## src/include/fifo_ctl_pkg.sv

```systemverilog
// constants and state encoding for the fifo occupancy controller
// How it works
// - push with count below 250 increments the counter and writes a byte
// - pop with count above 0 decrements the counter and reads a byte
// - empty flag is high whenever the count equals 0
// - full flag is high whenever the count equals 250
// - reset sends the machine to the empty state
// - empty: push and not 250 goes filling; no push, no pop goes idle
// - full: no push, no pop goes idle; pop goes draining
// - idle: pop at 0 empty, push at 250 full, pop draining, push filling
// - draining: quiet idle, pop at 0 empty, push and not 250 filling, pop stays, else full
// - filling: quiet idle, pop at 0 empty, push and not 250 stays, push at 250 full, pop draining
// - the earliest listed true condition of a state wins
// - a condition that is constant one is taken unconditionally
// - the occupancy count is an 8-bit unsigned value
// - reset is synchronous, active high; state outputs are registered
// - one output per state, high only in that state
package fifo_ctl_pkg;

  // ----------------------------------------
  // occupancy count
  // ----------------------------------------
  localparam int            COUNT_W     = 8;
  localparam logic [7:0]    COUNT_EMPTY = 8'h00;
  localparam logic [7:0]    COUNT_FULL  = 8'hfa;

  // ----------------------------------------
  // states
  // ----------------------------------------
  localparam int NUM_STATES = 5;

  typedef enum logic [2:0] {
    st_empty    = 3'h0,
    st_full     = 3'h1,
    st_idle     = 3'h2,
    st_draining = 3'h3,
    st_filling  = 3'h4
  } fifo_state_t;

  localparam fifo_state_t RESET_STATE = st_empty;

endpackage : fifo_ctl_pkg

```

## src/core/fifo_occupancy_state_machine.sv

```systemverilog
// fifo occupancy control state machine
module fifo_occupancy_state_machine
  import fifo_ctl_pkg::*;
(
  // clock and reset
  input  wire logic               clk,
  input  wire logic               reset,
  // requests
  input  wire logic               push,
  input  wire logic               pop,
  input  wire logic [COUNT_W-1:0] count,
  // address counter and ram controls
  output wire logic               count_up,
  output wire logic               count_down,
  output wire logic               ram_write,
  output wire logic               ram_read,
  // occupancy flags
  output wire logic               empty_flag,
  output wire logic               full_flag,
  // state outputs
  output wire logic               state_empty,
  output wire logic               state_full,
  output wire logic               state_idle,
  output wire logic               state_draining,
  output wire logic               state_filling
);

  // ----------------------------------------
  // count decode
  // ----------------------------------------
  wire logic at_zero;
  wire logic at_full;
  wire logic below_full;
  wire logic above_zero;

  count_compare u_cmp (
    .count      (count),
    .at_zero    (at_zero),
    .at_full    (at_full),
    .below_full (below_full),
    .above_zero (above_zero)
  );

  // ----------------------------------------
  // counter and ram controls
  // ----------------------------------------
  // push and pop together drive both when count is 1 to 249; the counter nets them out itself
  assign count_up   = push & below_full;
  assign ram_write  = push & below_full;
  assign count_down = pop & above_zero;
  assign ram_read   = pop & above_zero;
  assign empty_flag = at_zero;
  assign full_flag  = at_full;

  // ----------------------------------------
  // next state
  // ----------------------------------------
  fifo_state_t state;
  fifo_state_t next_state;
  wire logic   quiet;
  wire logic   pop_zero;
  wire logic   push_full;
  wire logic   push_room;
  wire logic   pop_some;

  assign quiet     = ~push & ~pop;
  assign pop_zero  = pop & at_zero;
  assign push_full = push & at_full;
  assign push_room = push & ~at_full;
  assign pop_some  = pop & ~at_zero;

  // earlier branches win over later ones within each state
  always_comb begin
    next_state = state;
    unique case (state)
      st_empty: begin
        if (push_room)      next_state = st_filling;
        else if (quiet)     next_state = st_idle;
      end
      st_full: begin
        if (quiet)          next_state = st_idle;
        else if (pop)       next_state = st_draining;
      end
      st_idle: begin
        if (pop_zero)       next_state = st_empty;
        else if (push_full) next_state = st_full;
        else if (pop_some)  next_state = st_draining;
        else if (push)      next_state = st_filling;
      end
      st_draining: begin
        if (quiet)          next_state = st_idle;
        else if (pop_zero)  next_state = st_empty;
        else if (push_room) next_state = st_filling;
        else if (pop_some)  next_state = st_draining;
        else if (push_full) next_state = st_full;
      end
      st_filling: begin
        if (quiet)          next_state = st_idle;
        else if (pop_zero)  next_state = st_empty;
        else if (push_room) next_state = st_filling;
        else if (push_full) next_state = st_full;
        else if (pop_some)  next_state = st_draining;
      end
      // unused codes recover to empty unconditionally
      default:              next_state = st_empty;
    endcase
  end

  // ----------------------------------------
  // state register
  // ----------------------------------------
  always_ff @(posedge clk) begin
    if (reset) state <= RESET_STATE;
    else       state <= next_state;
  end

  // ----------------------------------------
  // state outputs
  // ----------------------------------------
  wire logic [NUM_STATES-1:0] flags;

  state_flags u_flags (
    .clk        (clk),
    .reset      (reset),
    .next_state (next_state),
    .flags      (flags)
  );

  assign state_empty    = flags[st_empty];
  assign state_full     = flags[st_full];
  assign state_idle     = flags[st_idle];
  assign state_draining = flags[st_draining];
  assign state_filling  = flags[st_filling];

  // ----------------------------------------
  // checks
  // ----------------------------------------
  property p_push_up;
    @(posedge clk) disable iff (reset)
      (push && count < COUNT_FULL) |-> (count_up && ram_write);
  endproperty
  a_push_up: assert property (p_push_up) else $error("push below full not counted");

  property p_pop_down;
    @(posedge clk) disable iff (reset)
      (pop && count != COUNT_EMPTY) |-> (count_down && ram_read);
  endproperty
  a_pop_down: assert property (p_pop_down) else $error("pop above zero not counted");

  property p_full_stop;
    @(posedge clk) disable iff (reset)
      (count >= COUNT_FULL) |-> (!count_up && !ram_write);
  endproperty
  a_full_stop: assert property (p_full_stop) else $error("write at full");

  property p_empty_flag;
    @(posedge clk) disable iff (reset)
      (count == COUNT_EMPTY) |-> (empty_flag && !full_flag && !ram_read);
  endproperty
  a_empty_flag: assert property (p_empty_flag) else $error("empty flag wrong");

  property p_full_flag;
    @(posedge clk) disable iff (reset)
      (count == COUNT_FULL) |-> (full_flag && !empty_flag);
  endproperty
  a_full_flag: assert property (p_full_flag) else $error("full flag wrong");

  property p_reset;
    @(posedge clk)
      reset |=> (state_empty && !state_idle && !state_full && !state_filling);
  endproperty
  a_reset: assert property (p_reset) else $error("reset not to empty");

  property p_empty_push;
    @(posedge clk) disable iff (reset)
      (state_empty && push && count != COUNT_FULL) |=> state_filling;
  endproperty
  a_empty_push: assert property (p_empty_push) else $error("empty push missed");

  property p_full_pop;
    @(posedge clk) disable iff (reset)
      (state_full && pop) |=> state_draining;
  endproperty
  a_full_pop: assert property (p_full_pop) else $error("full pop missed");

  property p_idle_prio;
    @(posedge clk) disable iff (reset)
      (state_idle && pop && push && count == COUNT_EMPTY) |=> state_empty;
  endproperty
  a_idle_prio: assert property (p_idle_prio) else $error("idle priority wrong");

  property p_drain_quiet;
    @(posedge clk) disable iff (reset)
      (state_draining && !push && !pop) |=> state_idle;
  endproperty
  a_drain_quiet: assert property (p_drain_quiet) else $error("draining not idle");

  property p_fill_full;
    @(posedge clk) disable iff (reset)
      (state_filling && push && !pop && count == COUNT_FULL) |=> state_full;
  endproperty
  a_fill_full: assert property (p_fill_full) else $error("filling not full");

  property p_hold;
    @(posedge clk) disable iff (reset)
      (state_full && push && !pop) |=> $stable(flags);
  endproperty
  a_hold: assert property (p_hold) else $error("state moved with no condition");

  property p_onehot;
    @(posedge clk) disable iff (reset)
      $onehot(flags) && (flags[state] == 1'b1);
  endproperty
  a_onehot: assert property (p_onehot) else $error("state outputs not one-hot");

  property p_empty_quiet;
    @(posedge clk) disable iff (reset)
      (state_empty && !push && !pop) |=> state_idle;
  endproperty
  a_empty_quiet: assert property (p_empty_quiet) else $error("empty quiet missed");

  property p_empty_hold;
    @(posedge clk) disable iff (reset)
      (state_empty && !push && pop) |=> state_empty;
  endproperty
  a_empty_hold: assert property (p_empty_hold) else $error("empty did not hold");

  property p_full_quiet;
    @(posedge clk) disable iff (reset)
      (state_full && !push && !pop) |=> state_idle;
  endproperty
  a_full_quiet: assert property (p_full_quiet) else $error("full quiet missed");

  property p_idle_full;
    @(posedge clk) disable iff (reset)
      (state_idle && push && count == COUNT_FULL) |=> state_full;
  endproperty
  a_idle_full: assert property (p_idle_full) else $error("idle to full missed");

  property p_idle_drain;
    @(posedge clk) disable iff (reset)
      (state_idle && pop && count != COUNT_EMPTY && !(push && count == COUNT_FULL))
      |=> state_draining;
  endproperty
  a_idle_drain: assert property (p_idle_drain) else $error("idle to draining missed");

  property p_idle_fill;
    @(posedge clk) disable iff (reset)
      (state_idle && push && !pop && count != COUNT_FULL) |=> state_filling;
  endproperty
  a_idle_fill: assert property (p_idle_fill) else $error("idle to filling missed");

  property p_idle_hold;
    @(posedge clk) disable iff (reset)
      (state_idle && !push && !pop) |=> state_idle;
  endproperty
  a_idle_hold: assert property (p_idle_hold) else $error("idle did not hold");

  property p_drain_empty;
    @(posedge clk) disable iff (reset)
      (state_draining && pop && count == COUNT_EMPTY) |=> state_empty;
  endproperty
  a_drain_empty: assert property (p_drain_empty) else $error("draining to empty");

  property p_drain_fill;
    @(posedge clk) disable iff (reset)
      (state_draining && push && count != COUNT_FULL && !(pop && count == COUNT_EMPTY))
      |=> state_filling;
  endproperty
  a_drain_fill: assert property (p_drain_fill) else $error("draining to filling");

  property p_drain_stay;
    @(posedge clk) disable iff (reset)
      (state_draining && pop && count != COUNT_EMPTY && !(push && count != COUNT_FULL))
      |=> state_draining;
  endproperty
  a_drain_stay: assert property (p_drain_stay) else $error("draining did not stay");

  property p_drain_full;
    @(posedge clk) disable iff (reset)
      (state_draining && push && !pop && count == COUNT_FULL) |=> state_full;
  endproperty
  a_drain_full: assert property (p_drain_full) else $error("draining to full");

  property p_fill_quiet;
    @(posedge clk) disable iff (reset)
      (state_filling && !push && !pop) |=> state_idle;
  endproperty
  a_fill_quiet: assert property (p_fill_quiet) else $error("filling quiet missed");

  property p_fill_empty;
    @(posedge clk) disable iff (reset)
      (state_filling && pop && count == COUNT_EMPTY) |=> state_empty;
  endproperty
  a_fill_empty: assert property (p_fill_empty) else $error("filling to empty");

  property p_fill_stay;
    @(posedge clk) disable iff (reset)
      (state_filling && push && count != COUNT_FULL && !(pop && count == COUNT_EMPTY))
      |=> state_filling;
  endproperty
  a_fill_stay: assert property (p_fill_stay) else $error("filling did not stay");

  property p_fill_drain;
    @(posedge clk) disable iff (reset)
      (state_filling && pop && !push && count != COUNT_EMPTY) |=> state_draining;
  endproperty
  a_fill_drain: assert property (p_fill_drain) else $error("filling to draining");

endmodule : fifo_occupancy_state_machine

```

## src/core/count_compare.sv

```systemverilog
// compares the occupancy count against the empty and full marks
module count_compare
  import fifo_ctl_pkg::*;
(
  // occupancy from the address counter
  input  wire logic [COUNT_W-1:0] count,
  // comparison results
  output wire logic               at_zero,
  output wire logic               at_full,
  output wire logic               below_full,
  output wire logic               above_zero
);

  // ----------------------------------------
  // compares
  // ----------------------------------------
  // unsigned on purpose: counts above the full mark never allow a push
  assign at_zero    = (count == COUNT_EMPTY);
  assign at_full    = (count == COUNT_FULL);
  assign below_full = (count <  COUNT_FULL);
  assign above_zero = (count >  COUNT_EMPTY);

endmodule : count_compare

```

## src/core/state_flags.sv

```systemverilog
// registered one-hot outputs, one per state
module state_flags
  import fifo_ctl_pkg::*;
(
  // clock and reset
  input  wire logic                  clk,
  input  wire logic                  reset,
  // state about to be entered
  input  wire fifo_state_t           next_state,
  // one-hot flags
  output logic      [NUM_STATES-1:0] flags
);

  // ----------------------------------------
  // flag registers
  // ----------------------------------------
  // decoded from next_state so the flags line up with the state register
  for (genvar i = 0; i < NUM_STATES; i++) begin : g_flag
    wire logic hit;
    assign hit = (next_state == fifo_state_t'(i));
    always_ff @(posedge clk) begin
      if (reset) begin
        flags[i] <= (i == int'(RESET_STATE));
      end else begin
        flags[i] <= hit;
      end
    end
  end

endmodule : state_flags

```

## config.mk

```make
export PLATFORM = sky130hd
export DESIGN_NAME = fifo_occupancy_state_machine
export DESIGN_NICKNAME = d
export VERILOG_FILES = /design/src/include/fifo_ctl_pkg.sv /design/src/core/fifo_occupancy_state_machine.sv /design/src/core/count_compare.sv /design/src/core/state_flags.sv
export SDC_FILE = /design/constraint.sdc
export NUM_CORES = 1
export LEC_CHECK = 0
export ABC_AREA = 1
export BUFFER_PORTS_ARGS = -buffer_cell sky130_fd_sc_hd__buf_2
export CAP_MARGIN = 20
export CORE_MARGIN = 2
export CORE_UTILIZATION = 45
export DETAILED_ROUTE_END_ITERATION = 8
export HOLD_SLACK_MARGIN = 0.08
export PLACE_DENSITY_LB_ADDON = 0.25
export REMOVE_ABC_BUFFERS = 1
export SLEW_MARGIN = 20
export SYNTH_ARGS = -nofsm -noshare
export SYNTH_HDL_FRONTEND = slang
export SYNTH_SLANG_ARGS = --single-unit
```

## constraint.sdc

```tcl
create_clock -name clk -period 1.8 [get_ports clk]
set_input_delay 0.18 -clock clk [delete_from_list [all_inputs] [get_ports clk]]
set_output_delay 0.18 -clock clk [all_outputs]
set_load 0.02 [all_outputs]
```

# Word level (Yosys, flattened, before mapping)
# Index checks and enable logic that the tools add are counted.
[word_totals]
reg_bits = 8
inputBits = 12
wordCells = 50
[op_classes]
magnitude_cmp = 2
eq_ne = 9
mux = 19
bitwise_logic = 11
n_reduce_logical = 3
[op_table]
columns = ["operator", "n"]
rows = [
  ["$mux 3", 18],
  ["$pmux 3 s5", 1],
  ["$eq 3x2->1 const B", 4],
  ["$eq 8x8->1 const B", 1],
  ["$gt 8x1->1 const B", 1],
  ["$logic_not 8->1", 1],
  ["$lt 8x8->1 const B", 1],
  ["$and 1x1->1", 7],
  ["$eq 3x1->1 const B", 2],
  ["$eq 3x3->1 const B", 2],
  ["$logic_not 3->1", 2],
  ["$not 1->1", 4],
]

# Logic depth before layout (Yosys ltp)
[logic_depth]
depth_word = 10
mapped_depth = 13

# Modules after synthesis
# From an unflattened synthesis, not the netlist that was laid out.
[unflattened]
cells_unflattened = 102
area_unflattened_um2 = 556.8
[by_module_without_submodules]
columns = ["mod", "instances", "cells_per_inst", "area_per_inst_um2", "seq_area_each_um2"]
rows = [
  ["fifo_occupancy_state_machine", 1, 55, 285.3, 60.1],
  ["state_flags", 1, 18, 158.9, 100.1],
  ["count_compare", 1, 29, 112.6, 0.0],
]

# Least setup slack after synthesis
# Ideal clock, no wire load.
[synth_timing]
path_kind = "flip-flop to flip-flop"
start = "register state[2]"
end = "register u_flags.flags[0]"
setup_time_ps = 118
t_arrival_ps = 1093
t_required_ps = 1682
setup_slack_ps = 590
path_stages_with_launch = 9
n_path_buf = 0
period_less_slack_ps = 1210
path_cell_list = "dfxtp_1 inv_1 nand3_1 nand3_2 nand2_1 a21oi_2 nand2_1 nand2_2 o21ai_2"
[synth_via]
elab_chain_cells = 7
elab_cells_between_ends = 25
classes_between = "eq/ne (4); mux (19); reduce/logical (2)"
[synth_lines]
columns = ["item", "line", "source"]
rows = [
  ["from (decl)", "fifo_occupancy_state_machine.sv:58", "fifo_state_t state;"],
  ["from (signal assigned)", "fifo_occupancy_state_machine.sv:114", "else state <= next_state;"],
  ["$mux 3 (on tied branches)", "fifo_occupancy_state_machine.sv:102, fifo_occupancy_state_machine.sv:95", ""],
  ["$mux 3 (on tied branches)", "fifo_occupancy_state_machine.sv:101, fifo_occupancy_state_machine.sv:94", ""],
  ["$mux 3 (on tied branches)", "fifo_occupancy_state_machine.sv:100, fifo_occupancy_state_machine.sv:93", ""],
  ["$mux 3 (on tied branches)", "fifo_occupancy_state_machine.sv:99, fifo_occupancy_state_machine.sv:92", ""],
  ["$mux 3 (on tied branches)", "fifo_occupancy_state_machine.sv:98, fifo_occupancy_state_machine.sv:91", ""],
  ["$pmux 3 s5 *", "fifo_occupancy_state_machine.sv:75", "unique case (state)"],
  ["$logic_not 3->1 *", "state_flags.sv:20", "assign hit = (next_state == fifo_state_t'(i));"],
  ["to (signal, indexed assignment)", "state_flags.sv:23", "flags[i] <= (i == int'(RESET_STATE));"],
  ["to (signal, indexed assignment)", "state_flags.sv:25", "flags[i] <= hit;"],
  ["to (decl)", "state_flags.sv:11", "output logic [NUM_STATES-1:0] flags"],
]
# Mark *: on every way between the ends. The rest lies on a longest branch, timed or not.
# A chain may end at the register's enable or synchronous reset.

# Worst setup path after layout
# Ends and elaborated chain as after synthesis.

==> results.rst <==
.. list-table::
   :header-rows: 1

   * - Metric
     - Value
   * - Final Total Pwr
     - a little under 0.5 mW
   * - CTS Hold Bufs
     - 0
   * - Initial cell density of the core
     - 46.6%
   * - Startpoint of the most critical register-to-register path
     - state[2]
   * - Number of levels in the clock H-tree
     - 1
   * - Synth top area cells
     - sky130_fd_sc_hd__dfxtp_1 27%, sky130_fd_sc_hd__nand2_1 15%, sky130_fd_sc_hd__inv_1 9.5%
   * - Minimum clock period after layout
     - 1.37 ns
   * - Cell leakage power
     - 0.438 nW
   * - Tightest Hold Check Type
     - in -> reg
   * - # setup viols final
     - 0
   * - Total CTS buffers
     - 3
   * - Sequential area share after synthesis
     - a little over a quarter
   * - Type of the worst setup path
     - reg -> reg
   * - Number of global-route vias before repair
     - 563
   * - TritonRoute pass-1 iters
     - 4
   * - Reported net switching power
     - 0.164 mW
   * - CORE AREA
     - 1270 µm²
   * - Mapped Cells
     - 95
   * - Synth Register Bits
     - 8
   * - Relative contribution of the clock network to total power
     - between 20% and 30%
   * - Max cap viols
     - 0
   * - Number of setup buffers added after CTS
     - 0
   * - Total wire length
     - 1250 µm
   * - Count of buffers inserted at the top-level ports
     - 22
   * - Crit path DAT
     - 1.51 ns
   * - Buffer levels on the longest clock path
     - 2
   * - Antenna violations before repair
     - 0
   * - Period utilization
     - 76.2%
   * - Share of the synthesized area in the top cell type
     - between 20% and 30%
   * - Wire length per cell after detailed routing
     - 9.41 µm
   * - Worst hold path depth
     - 2
   * - Slew Viols, Final
     - 0
   * - DIE HEIGHT
     - around 40 µm
   * - Horizontal die dimension
     - 40.3 µm
   * - Status
     - finished clean
   * - Largest net degree at the start of global routing
     - 8
   * - FMAX
     - 729 MHz
   * - Drt initial violations
     - 6
   * - Remaining design rule violation count
     - 0
   * - Destination of the worst hold path
     - u_flags.flags[4]
   * - CTS root buf
     - sky130_fd_sc_hd__clkbuf_4
   * - Mean post-synth cell area
     - 6.23 µm²
   * - Setup repair after global routing missed its margin
     - false
   * - Floorplan row count
     - 13
   * - Number of sinks driven by the clock tree
     - 8
   * - Actual slew at the worst max-slew pin
     - 0.311 ns
   * - Count of inserted antenna diode cells
     - 0
   * - ANT nets after route
     - 0
   * - Share of final-layout standard cells stronger than drive strength 1
     - about two fifths
   * - Vias post-DR
     - 625
   * - Routability congestion estimate from global placement
     - approximately 0.86
   * - Congestion Overflow GR
     - 0
   * - Number of resized instances in the post-cts repair step
     - 0
   * - Sort of element at the end of the critical path
     - register
   * - NumNets Final
     - ~130
   * - Cell Pwr Density
     - 665 nW/µm²
   * - IO Count
     - 23
   * - Critical-path maximum fanout
     - 7
   * - Final cell utilization of the core
     - between 50% and 60%
   * - Pre-CTS setup slack
     - 0.446 ns
   * - Seq pwr share
     - between 40% and 50%
   * - Worst hold start
     - reset
   * - Endpoint required time on the critical path
     - approximately 1.9 ns
   * - Number of library cell types mapped by synthesis
     - 21
   * - Setup_tns
     - 0 ns
   * - Cell Area, Synth
     - ~590 µm²
   * - Final count of hold timing violations
     - 0
   * - FF-to-FF End
     - u_flags.flags[0]
   * - Area delta synth->final
     - 23.0%
   * - Biggest area consumer among synthesized cells
     - sky130_fd_sc_hd__dfxtp_1
   * - Critical path origin
     - state[2]
   * - Clk_skew
     - 0.00281 ns
   * - GRT Overall Usage
     - about a fifth
   * - Number of cells on the worst reg-to-reg path
     - 8
   * - Peak supply drop
     - 0.406 mV
   * - Post-DP HPWL
     - 1070 µm
   * - Overall die area
     - 1620 µm²
   * - Worst-case register-to-register setup slack
     - 0.43 ns
   * - Vias per cell
     - 4.70
   * - Worst rel slew slack
     - 79.2%
   * - Clock slew at reported path FFs
     - 0.05 ns
   * - Wire length of the first global-routing pass
     - 2100 µm
   * - CTS tree
     - built
   * - Warnings, synthesis
     - 0
   * - Worst-Skew Late Latency
     - 0.25 ns
   * - Smallest setup slack after layout
     - 0.428 ns
   * - Combinational group share of total power
     - about a third
   * - Power Internal
     - 0.320 mW
   * - Nature of the critical path startpoint
     - register
   * - Switching part of the total power
     - 33.8%
kinds of logic after synthesis:
kind of cell / Yosys count / share of synthesized area [%]
AOI/OAI and AO/OA: 11 / 12.5
buffers and inverters: 19 / 13.3
DFF: 8 / 27.1
and+or+nand+nor: 57 / 47.1
how the worst max path moves through the flow:
stage | end | slack (ns) | cells after the start
after floorplan | u_flags.flags[0] | 0.59 | 8
after global placement | u_flags.flags[0] | 0.46 | 8
after detailed placement | u_flags.flags[0] | 0.45 | 8
after CTS | u_flags.flags[0] | 0.43 | 8
after global routing | u_flags.flags[0] | 0.30 | 8
final | u_flags.flags[0] | 0.43 | 8
sequential cells by signal, summed over array words and instances, names as in the netlist:
signal,flops
state,3
u_flags.flags,5
cell usage in the layout (no fill, tap or decap):
cell type / n
sky130_fd_sc_hd__a21oi_1: 1
sky130_fd_sc_hd__inv_2: 2
sky130_fd_sc_hd__nand2_2: 9
sky130_fd_sc_hd__dfxtp_1: 8
sky130_fd_sc_hd__o21a_1: 1
sky130_fd_sc_hd__nand3_2: 2
sky130_fd_sc_hd__o21ai_0: 3
sky130_fd_sc_hd__nand2_1: 24
sky130_fd_sc_hd__nor2_4: 1
sky130_fd_sc_hd__nor2_1: 10
sky130_fd_sc_hd__buf_2: 22
sky130_fd_sc_hd__clkbuf_4: 3
sky130_fd_sc_hd__a21oi_2: 2
sky130_fd_sc_hd__inv_1: 15
sky130_fd_sc_hd__nand3_1: 4
sky130_fd_sc_hd__o211ai_1: 1
sky130_fd_sc_hd__o21ai_2: 1
sky130_fd_sc_hd__or2_2: 1
sky130_fd_sc_hd__nand4_1: 1
sky130_fd_sc_hd__nor2_2: 5
sky130_fd_sc_hd__a21o_1: 1
sky130_fd_sc_hd__o21ai_1: 1
stage by stage:
step / instances / hold WS [ns] / cell area (µm²)
CTS: 133 / 0.114 / 728
global route: 133 / 0.126 / 728
finish: 133 / 0.116 / 728
detailed placement: 130 / 0.384 / 706
global placement: 130 / 0.376 / 706
floorplan: 93 / 0.252 / 577
power by group through the flow:
stage          registers, mW  logic (mW)  clock network (mW)
2_1_floorplan          0.211      0.0960                   0
3_3_place_gp           0.201       0.149                   0
3_5_place_dp           0.201       0.153                   0
4_1_cts                0.197       0.153               0.139
5_1_grt                0.199       0.172               0.148
6_report               0.197       0.152               0.135
per-layer routing:
layer / part of all wire (%) / routed length, µm / global-route usage, %
met3: 6.6 / 83 / 5.00
met4: 2.1 / 26 / 10.0
met5: 0 / 0 / 0
met2: 50 / 622 / 34.7
met1: 41 / 519 / 22.1
synthesized netlist by cell type, drive strengths merged:
master,count
o21a,1
buf,2
a21oi,3
o21ai,5
nand4,1
o211ai,1
a21o,1
nor2,16
nand3,6
nand2,33
inv,17
dfxtp,8
or2,1
cell type report:
| class | instances | area (µm²) |
|---|---|---|
| fill | 140 | 541 |
| sequential | 8 | 160 |
| multi-input combinational | 68 | 353 |
| timing repair buffer | 22 | 110 |
| clock buffer | 3 | 22.5 |
| inverter | 17 | 63.8 |
| tap | 15 | 18.8 |
critical path, stage by stage (launching register included):
cell	delay, ns
sky130_fd_sc_hd__dfxtp_1	0.32
sky130_fd_sc_hd__inv_1	0.18
sky130_fd_sc_hd__nand3_1	0.16
sky130_fd_sc_hd__nand3_2	0.12
sky130_fd_sc_hd__nand2_1	0.07
sky130_fd_sc_hd__a21oi_2	0.18
sky130_fd_sc_hd__nand2_1	0.09
sky130_fd_sc_hd__nand2_2	0.08
sky130_fd_sc_hd__o21ai_2	0.06
Note: power is estimated with default switching activity, not from simulation.
